==> config.mk <==
export PLATFORM = sky130hd
export DESIGN_NAME = odt_zq_ctrl
export DESIGN_NICKNAME = d
export VERILOG_FILES = /design/src/odt_zq_pkg.sv /design/src/odt_delay_line.sv /design/src/odt_zq_ctrl.sv
export SDC_FILE = /design/constraint.sdc
export NUM_CORES = 1
export LEC_CHECK = 0
export BUFFER_PORTS_ARGS = -buffer_cell sky130_fd_sc_hd__buf_2
export CORE_ASPECT_RATIO = 0.7
export CORE_MARGIN = 4
export CORE_UTILIZATION = 50
export CTS_BUF_LIST = sky130_fd_sc_hd__clkbuf_16
export CTS_CLUSTER_SIZE = 8
export DETAILED_ROUTE_END_ITERATION = 12
export HOLD_SLACK_MARGIN = 0.1
export PLACE_DENSITY_LB_ADDON = 0.1
export SYNTH_ARGS = -nofsm -noshare
export SYNTH_HDL_FRONTEND = slang
export SYNTH_SLANG_ARGS = --single-unit
export TNS_END_PERCENT = 30
==> constraint.sdc <==
create_clock -name I_CLOCK -period 10.2 [get_ports I_CLOCK]
set_clock_uncertainty 0.1 [all_clocks]
set_input_delay 0 -clock I_CLOCK [delete_from_list [all_inputs] [get_ports I_CLOCK]]
set_output_delay 0 -clock I_CLOCK [all_outputs]
set_load 0.03 [all_outputs]
==> src/odt_zq_pkg.sv <==
package odt_zq_pkg;

  // clock figures
  localparam int CLK_PERIOD_PS     = 20000;

  // asynchronous termination delays, picoseconds as specified
  localparam int AONPD_MIN_PS      = 2000;
  localparam int AONPD_MAX_PS      = 8500;
  localparam int AOFPD_MIN_PS      = 2000;
  localparam int AOFPD_MAX_PS      = 8500;

  // least times round up, longest times round down, never below one cycle
  localparam int AONPD_MIN_CYC =
    (AONPD_MIN_PS + CLK_PERIOD_PS - 1) / CLK_PERIOD_PS < 1 ? 1 :
    (AONPD_MIN_PS + CLK_PERIOD_PS - 1) / CLK_PERIOD_PS;
  localparam int AONPD_MAX_CYC =
    AONPD_MAX_PS / CLK_PERIOD_PS < 1 ? 1 : AONPD_MAX_PS / CLK_PERIOD_PS;
  localparam int AOFPD_MIN_CYC =
    (AOFPD_MIN_PS + CLK_PERIOD_PS - 1) / CLK_PERIOD_PS < 1 ? 1 :
    (AOFPD_MIN_PS + CLK_PERIOD_PS - 1) / CLK_PERIOD_PS;
  localparam int AOFPD_MAX_CYC =
    AOFPD_MAX_PS / CLK_PERIOD_PS < 1 ? 1 : AOFPD_MAX_PS / CLK_PERIOD_PS;

  // latencies in clocks
  localparam int         CWL_CYC      = 8;
  localparam int         AL_CYC       = 0;
  localparam int         ODTL_SUB     = 2;
  localparam int         ANPD_SUB     = 1;
  localparam int         WL_CYC       = CWL_CYC + AL_CYC;
  localparam int         ODTL_CYC     = CWL_CYC + AL_CYC - ODTL_SUB;
  localparam int         ANPD_CYC     = WL_CYC - ANPD_SUB;
  localparam int         CPDED_CYC    = 1;
  localparam int         RFC_CYC      = 16;
  localparam int         XPDLL_CYC    = 24;

  // calibration windows in clocks (values above 4096 are top parameters)
  localparam int         ZQINIT_CYC   = 512;
  localparam int         ZQOPER_CYC   = 256;
  localparam int         ZQCS_CYC     = 64;

  localparam int         DLY_W        = 32;
  localparam int         CNT_W        = 16;
  localparam int         MR0_FREEZE_BIT = 12;
  localparam logic       MR0_FREEZE_VAL = 1'b0;

  typedef enum logic [2:0] {
    CMD_NOP, CMD_REF, CMD_ZQCL, CMD_ZQCS, CMD_SRX, CMD_OTHER
  } cmd_t;

endpackage : odt_zq_pkg

==> src/odt_delay_line.sv <==
`timescale 1ns/1ps
`default_nettype none
// fixed-length shift of a single bit; tap 0 is the input itself
module odt_delay_line #(
  parameter int DEPTH = 32
) (
  input  wire logic             i_clk,
  input  wire logic             i_nrst,
  input  wire logic             i_ce,
  input  wire logic             i_d,
  output logic [DEPTH-1:0]      o_taps
);
  logic [DEPTH-2:0] sh_reg;
  logic [DEPTH-2:0] sh_next;

  assign sh_next = {sh_reg[DEPTH-3:0], i_d};
  assign o_taps  = {sh_reg, i_d};

  always_ff @(posedge i_clk or negedge i_nrst) begin
    if (!i_nrst) begin
      sh_reg <= '0;
    end else if (i_ce) begin
      sh_reg <= sh_next;
    end
  end
endmodule : odt_delay_line
`default_nettype wire

==> src/odt_zq_ctrl.sv <==
`timescale 1ns/1ps
`default_nettype none
module odt_zq_ctrl #(
  parameter int ZQINIT = odt_zq_pkg::ZQINIT_CYC,
  parameter int ZQOPER = odt_zq_pkg::ZQOPER_CYC,
  parameter int ZQCS   = odt_zq_pkg::ZQCS_CYC
) (
  input  wire logic        I_CLOCK,
  input  wire logic        I_NRST,
  input  wire logic        I_CE,
  input  wire logic        I_CKE,
  input  wire logic        I_ODT,
  input  wire logic [2:0]  I_CMD,
  input  wire logic [15:0] I_MR0,
  input  wire logic [7:0]  I_CAL_CODE,
  output logic             O_RTT_EN,
  output logic             O_RTT_FULL,
  output logic             O_ASYNC_MODE,
  output logic             O_TRANSITION,
  output logic             O_PD_ACTIVE,
  output logic             O_ZQ_BUSY,
  output logic             O_ZQ_CURRENT_EN,
  output logic [7:0]       O_IO_CODE
);
  localparam int DW = odt_zq_pkg::DLY_W;

  // cke and odt from the controller pass a three-stage synchroniser; commands do not
  logic [2:0] cke_sy_reg;
  logic [2:0] odt_sy_reg;
  logic       cke_reg;
  logic       odt_reg;
  logic       cke_next;
  logic       odt_next;

  assign cke_next = (cke_sy_reg[2] == cke_sy_reg[1]) ? cke_sy_reg[1] : cke_reg;
  assign odt_next = (odt_sy_reg[2] == odt_sy_reg[1]) ? odt_sy_reg[1] : odt_reg;

  always_ff @(posedge I_CLOCK or negedge I_NRST) begin
    if (!I_NRST) begin
      cke_sy_reg <= 3'h7;
      odt_sy_reg <= 3'h0;
      cke_reg    <= 1'b1;
      odt_reg    <= 1'b0;
    end else if (I_CE) begin
      cke_sy_reg <= {cke_sy_reg[1:0], I_CKE};
      odt_sy_reg <= {odt_sy_reg[1:0], I_ODT};
      cke_reg    <= cke_next;
      odt_reg    <= odt_next;
    end
  end

  // odt history; tap n is odt as it stood n cycles ago
  logic [DW-1:0] odt_taps;
  odt_delay_line #(.DEPTH(DW)) u_odt_hist (
    .i_clk  (I_CLOCK),
    .i_nrst (I_NRST),
    .i_ce   (I_CE),
    .i_d    (odt_reg),
    .o_taps (odt_taps)
  );

  // power-down tracking and decoded commands
  odt_zq_pkg::cmd_t cmd;
  logic pd_reg;
  logic cke_fall;
  logic cke_rise;
  logic cmd_ref;
  logic cmd_zqcl;
  logic cmd_zqcs;
  logic freeze_sel;

  assign cmd        = odt_zq_pkg::cmd_t'(I_CMD);
  assign cmd_ref    = cke_reg && (cmd == odt_zq_pkg::CMD_REF);
  assign cmd_zqcl   = cke_reg && (cmd == odt_zq_pkg::CMD_ZQCL);
  assign cmd_zqcs   = cke_reg && (cmd == odt_zq_pkg::CMD_ZQCS);
  assign cke_fall   = pd_reg == 1'b0 && !cke_reg;
  assign cke_rise   = pd_reg && cke_reg;
  assign freeze_sel =
    I_MR0[odt_zq_pkg::MR0_FREEZE_BIT] == odt_zq_pkg::MR0_FREEZE_VAL;

  always_ff @(posedge I_CLOCK or negedge I_NRST) begin
    if (!I_NRST) begin
      pd_reg <= 1'b0;
    end else if (I_CE) begin
      pd_reg <= !cke_reg;
    end
  end

  // the device only learns of cke after the fact; the window is counted
  // from the synchronised cke edge on (tCPDED or remaining tRFC on entry,
  // XPDLL on exit); odt events before the edge keep the bounds they got
  logic [15:0] rfc_cnt_reg;
  logic [15:0] rfc_cnt_next;
  logic [15:0] win_cnt_reg;
  logic [15:0] win_cnt_next;
  logic [15:0] ent_len;
  logic        rfc_busy;

  assign rfc_busy     = rfc_cnt_reg != 16'h0000;
  assign rfc_cnt_next = cmd_ref ? 16'(odt_zq_pkg::RFC_CYC) :
                        rfc_busy ? rfc_cnt_reg - 16'h0001 : rfc_cnt_reg;
  // end points of tCPDED and tRFC are inside the window
  assign ent_len = (rfc_cnt_reg > 16'(odt_zq_pkg::CPDED_CYC)) ?
                   rfc_cnt_reg : 16'(odt_zq_pkg::CPDED_CYC);
  // merged: a new edge only ever extends the remaining window
  assign win_cnt_next =
    (freeze_sel && cke_fall) ? ((ent_len > win_cnt_reg) ? ent_len :
                                win_cnt_reg) :
    (freeze_sel && cke_rise) ?
      ((16'(odt_zq_pkg::XPDLL_CYC) > win_cnt_reg) ?
       16'(odt_zq_pkg::XPDLL_CYC) : win_cnt_reg) :
    (win_cnt_reg != 16'h0000) ? win_cnt_reg - 16'h0001 : win_cnt_reg;

  always_ff @(posedge I_CLOCK or negedge I_NRST) begin
    if (!I_NRST) begin
      rfc_cnt_reg <= 16'h0000;
      win_cnt_reg <= 16'h0000;
    end else if (I_CE) begin
      rfc_cnt_reg <= rfc_cnt_next;
      win_cnt_reg <= win_cnt_next;
    end
  end

  // window flag: counter running or a cke edge this cycle; there is no
  // pre-edge part, and async mode needs freeze, pd_reg and no window
  logic        async_mode;
  logic        in_window;

  assign async_mode = freeze_sel && pd_reg && !in_window;
  assign in_window  = win_cnt_reg != 16'h0000 || cke_fall || cke_rise;

  // odt change detection on the synchronised level
  logic odt_rise;
  logic odt_fall;
  assign odt_rise = odt_taps[0] && !odt_taps[1];
  assign odt_fall = !odt_taps[0] && odt_taps[1];

  // termination state: a pending change counts down to its start and full
  logic [7:0]  on_start_reg;
  logic [7:0]  on_full_reg;
  logic [7:0]  off_start_reg;
  logic [7:0]  off_full_reg;
  logic [7:0]  on_start_next;
  logic [7:0]  on_full_next;
  logic [7:0]  off_start_next;
  logic [7:0]  off_full_next;
  logic [7:0]  on_lo;
  logic [7:0]  on_hi;
  logic [7:0]  off_lo;
  logic [7:0]  off_hi;
  logic [7:0]  sync_dly;
  logic        rtt_en_reg;
  logic        rtt_full_reg;
  logic        rtt_en_next;
  logic        rtt_full_next;
  logic        win_or_edge;

  // sync response: internal odt delayed by CWL+AL-2
  assign sync_dly = 8'(odt_zq_pkg::ODTL_CYC);
  assign win_or_edge = in_window;

  // bounds per mode; async ignores AL, window takes the wider envelope
  assign on_lo  = win_or_edge ?
    ((8'(odt_zq_pkg::AONPD_MIN_CYC) < sync_dly) ?
     8'(odt_zq_pkg::AONPD_MIN_CYC) : sync_dly) :
    async_mode ? 8'(odt_zq_pkg::AONPD_MIN_CYC) : sync_dly;
  assign on_hi  = win_or_edge ?
    ((8'(odt_zq_pkg::AONPD_MAX_CYC) > sync_dly) ?
     8'(odt_zq_pkg::AONPD_MAX_CYC) : sync_dly) :
    async_mode ? 8'(odt_zq_pkg::AONPD_MAX_CYC) : sync_dly;
  assign off_lo = win_or_edge ?
    ((8'(odt_zq_pkg::AOFPD_MIN_CYC) < sync_dly) ?
     8'(odt_zq_pkg::AOFPD_MIN_CYC) : sync_dly) :
    async_mode ? 8'(odt_zq_pkg::AOFPD_MIN_CYC) : sync_dly;
  assign off_hi = win_or_edge ?
    ((8'(odt_zq_pkg::AOFPD_MAX_CYC) > sync_dly) ?
     8'(odt_zq_pkg::AOFPD_MAX_CYC) : sync_dly) :
    async_mode ? 8'(odt_zq_pkg::AOFPD_MAX_CYC) : sync_dly;

  // a new edge cancels the opposite pending change
  assign on_start_next  = odt_rise ? on_lo :
    (odt_fall ? 8'h00 : (on_start_reg != 8'h00 ? on_start_reg - 8'h01 :
                         8'h00));
  assign on_full_next   = odt_rise ? on_hi :
    (odt_fall ? 8'h00 : (on_full_reg != 8'h00 ? on_full_reg - 8'h01 :
                         8'h00));
  assign off_start_next = odt_fall ? off_lo :
    (odt_rise ? 8'h00 : (off_start_reg != 8'h00 ? off_start_reg - 8'h01 :
                         8'h00));
  assign off_full_next  = odt_fall ? off_hi :
    (odt_rise ? 8'h00 : (off_full_reg != 8'h00 ? off_full_reg - 8'h01 :
                         8'h00));

  // enabled from turn-on start through turn-off end (high impedance)
  assign rtt_en_next =
    (on_start_reg == 8'h01)  ? 1'b1 :
    (off_full_reg == 8'h01)  ? 1'b0 : rtt_en_reg;
  assign rtt_full_next =
    (on_full_reg == 8'h01)   ? 1'b1 :
    (off_start_reg == 8'h01) ? 1'b0 : rtt_full_reg;

  always_ff @(posedge I_CLOCK or negedge I_NRST) begin
    if (!I_NRST) begin
      on_start_reg  <= 8'h00;
      on_full_reg   <= 8'h00;
      off_start_reg <= 8'h00;
      off_full_reg  <= 8'h00;
      rtt_en_reg    <= 1'b0;
      rtt_full_reg  <= 1'b0;
    end else if (I_CE) begin
      on_start_reg  <= on_start_next;
      on_full_reg   <= on_full_next;
      off_start_reg <= off_start_next;
      off_full_reg  <= off_full_next;
      rtt_en_reg    <= rtt_en_next;
      rtt_full_reg  <= rtt_full_next;
    end
  end

  // ZQ calibration engine
  typedef enum logic [1:0] {ZQ_IDLE, ZQ_CAL, ZQ_XFER} zq_state_t;
  zq_state_t    zq_state_reg;
  zq_state_t    zq_state_next;
  logic [15:0]  zq_cnt_reg;
  logic [15:0]  zq_cnt_next;
  logic         first_done_reg;
  logic         first_done_next;
  logic [7:0]   io_code_reg;
  logic [7:0]   io_code_next;
  logic [15:0]  zq_len;
  logic         zq_start;

  // only explicit commands start calibration; self-refresh exit does not
  assign zq_start = (cmd_zqcl || cmd_zqcs) && zq_state_reg == ZQ_IDLE;
  assign zq_len   = cmd_zqcs ? 16'(ZQCS - 1) :
                    (!first_done_reg ? 16'(ZQINIT - 1) :
                     16'(ZQOPER - 1));

  always_comb begin
    zq_state_next   = zq_state_reg;
    zq_cnt_next     = zq_cnt_reg;
    first_done_next = first_done_reg;
    io_code_next    = io_code_reg;
    unique case (zq_state_reg)
      ZQ_IDLE: begin
        if (zq_start) begin
          zq_state_next = ZQ_CAL;
          zq_cnt_next   = zq_len;
          if (cmd_zqcl) begin
            first_done_next = 1'b1;
          end
        end
      end
      ZQ_CAL: begin
        if (zq_cnt_reg <= 16'h0001) begin
          zq_state_next = ZQ_XFER;
        end else begin
          zq_cnt_next = zq_cnt_reg - 16'h0001;
        end
      end
      ZQ_XFER: begin
        // transfer lands inside the window; drivers and termination update
        io_code_next  = I_CAL_CODE;
        zq_state_next = ZQ_IDLE;
        zq_cnt_next   = 16'h0000;
      end
    endcase
  end

  always_ff @(posedge I_CLOCK or negedge I_NRST) begin
    if (!I_NRST) begin
      zq_state_reg   <= ZQ_IDLE;
      zq_cnt_reg     <= 16'h0000;
      first_done_reg <= 1'b0;
      io_code_reg    <= 8'h00;
    end else if (I_CE) begin
      zq_state_reg   <= zq_state_next;
      zq_cnt_reg     <= zq_cnt_next;
      first_done_reg <= first_done_next;
      io_code_reg    <= io_code_next;
    end
  end

  assign O_RTT_EN        = rtt_en_reg;
  assign O_RTT_FULL      = rtt_full_reg;
  assign O_ASYNC_MODE    = async_mode;
  assign O_TRANSITION    = in_window;
  assign O_PD_ACTIVE     = pd_reg;
  assign O_ZQ_BUSY       = zq_state_reg != ZQ_IDLE;
  // current path only drawn while measuring
  assign O_ZQ_CURRENT_EN = zq_state_reg == ZQ_CAL;
  assign O_IO_CODE       = io_code_reg;

endmodule : odt_zq_ctrl
`default_nettype wire

==> results_dict.tcl <==
set metrics [dict create \
    status "completed" \
    setup_tns_ps 0 \
    crit_type "reg -> reg" \
    holdWs_ps 90.80 \
    clk_latency_ps 340 \
    dr.pass1.iters 5 \
    die_area_um2 14380 \
    cts_buffers 9 \
    antennaDiodeCount 0 \
    portBuffers 31 \
    root_buffer "clkbuf_16" \
    synth_ff_type "dfrtp_1" \
    cts_tree "yes" \
    grt_pass1_vias 4887 \
    core_area_um2 11970 \
    dpl.hpwl_um 10400 \
    ios 47 \
    fp-row-count 33 \
    areaGrowthSynthToFinish_pct 10.23 \
    drt_iter0_drc 360 \
    layout-drive-gt1-share_pct 11.20 \
    hold_path_class "in -> async" \
    synth_cells 690 \
    avgSynthCellArea_um2 9.056 \
    via_count 5289 \
    r2r-start "rfc_cnt_reg[5]$_DFFE_PN0P_" \
    ys.warnings.count 0 \
    grt_max_degree 62 \
    clk_path_buf_depth 2 \
    gp_congestion 0.9354 \
    p_leak_uw 0.003089 \
    die_x_um 141.6 \
    final_util_pct 57.52 \
    path_max_fanout 16 \
    clkTransAtPathRegs_ps 70 \
    cp.required_ps 10320 \
    viasPerCell 6.072 \
    ant_nets 0 \
    grt_usage_pct 21.19 \
    drv_slew 0 \
    synth-edff-count 0 \
    synthMostInstantiatedCell "dfrtp_1" \
    final_nets 778 \
    report.final.hold_viol_count 0 \
    relSlewSlack_pct 22.93 \
    post_cts_buffers 0 \
    synthTopCellsByArea "dfrtp_1 40%, ha_1 7.4%, o21ai_0 4.3%" \
    setup_viol_count_final 0 \
    cts_htree_levels 3 \
    wl_um 14620 \
    wl_per_cell_um 16.78 \
    p_per_area_nw_per_um2 291.6 \
    peakVddDrop_v 0.0001453 \
    yosysUniqueCellTypes 69 \
    ys_seq_elements 103 \
    cp.arrival_ps 5230 \
    ys_seq_area_share_pct 41.33 \
    syn_nets 759 \
    endpoint_kind "flip-flop" \
    yosys.area.top_type "dfrtp_1" \
    synth_top_area_share_pct 39.65 \
    ys_async_sr_fraction_pct 100.0 \
    crit_start "rfc_cnt_reg[5]$_DFFE_PN0P_" \
    rsz0062_at_grt "false" \
    worst_setup_path_start_kind "flip-flop" \
    overflow 0 \
    synth_area_um2 6248 \
    grt_first_pass_wirelength_um 24870 \
    max-cap-violations 0 \
    min_period_ps 5114 \
    synth_common_cells "99 x dfrtp_1, 65 x nor2_1, 54 x o21ai_0" \
    cts.sinks 103 \
    start_util_pct 52.18 \
    antenna_found_initial 0 \
    worstMarginPinSlew_ps 1147 \
    die_y_um 101.5 \
    drcViolationCount 0 \
    period_share_pct 50.14 \
    fmax_ghz 0.1956 \
]
[cells in the final DEF, fill, tap and decap left out, types with 11 or more instances in the layout]
cell type	Yosys	layout
o21ai_0	54	54
nor3_1	25	25
nand2b_1	11	11
mux2_2	16	16
dlygate4sd3_1	0	15
xnor2_1	12	12
a21oi_1	39	39
buf_2	4	30
dfrtp_1	99	99
nor2_1	65	65
ha_1	37	37
nand3_1	13	13
nor4_1	20	20
inv_1	43	45
nand2_1	47	47
[through the flow]
step	power (µW)	setup WS, ps	area (µm²)	instances
after floorplan	1433	6378	6248	690
after global placement	1631	5366	6470	840
after detailed placement	1672	5269	6470	840
after CTS	2000	5257	6888	871
after global routing	2178	5004	6888	871
final	2008	5086	6888	871
[power by group]
group	internal, µW	switching [µW]	total, µW
clock	163	149	313
combinational	382	572	954
sequential	558	183	741
[per-layer routing]
metal,global-route usage (%),wire length [µm]
met3,4.483,890
met4,3.909,104
met1,33.20,7588
met5,0,0
met2,30.34,6036
[worst max-delay path: stages, from the launching register on]
cell and delay, ps:
dfrtp_1 450, or4_4 580, or4_4 520, or3_1 370, and2_1 180, ha_1 290
nand4_1 110, nor2_1 50, a211oi_1 830, nand3_1 910, mux2_1 590
[kinds of logic (layout without fill, tap and decap cells)]
logic type	after synthesis	count (layout)	share of synthesized area, %
AO/OA/AOI/OAI	180	180	19.04
XOR/XNOR	21	21	2.944
adder cells (fa/ha/maj)	38	38	7.569
buffers and inverters	85	109	5.186
flip-flops	103	103	41.33
multiplexers	27	27	4.666
AND/OR/NAND/NOR	236	236	19.26
[final cells by class]
type / instances / area [µm²]
clock buffers: 9 / 225.2
clock inverters: 7 / 42.54
fillers: 1065 / 5086
inverters: 43 / 161.4
multi-input cells: 502 / 3342
flip-flops and latches: 103 / 2582
well taps: 157 / 196.4
repair buffers: 50 / 337.8
[worst paths after layout]
check,endpoint,slack [ps],depth (start not counted)
max,win_cnt_reg[0]$_DFFE_PN0P_,5090,10
min,rfc_cnt_reg[3]$_DFFE_PN0P_,90,2
max reg2reg,win_cnt_reg[0]$_DFFE_PN0P_,5090,10
min reg2reg,off_start_reg[6]$_DFFE_PN0P_,380,1
max in group asynchronous,O_RTT_EN$_DFFE_PN0P_,8710,3
min in group I_CLOCK,cke_sy_reg[1]$_DFFE_PN1P_,130,4
[repair_timing]
action / in CTS / in global routing
hold buffers: 15 / 0
hold endpoints to repair: 57 / 0
resized for setup: 0 / 0
(Power assumes the default switching activity.)
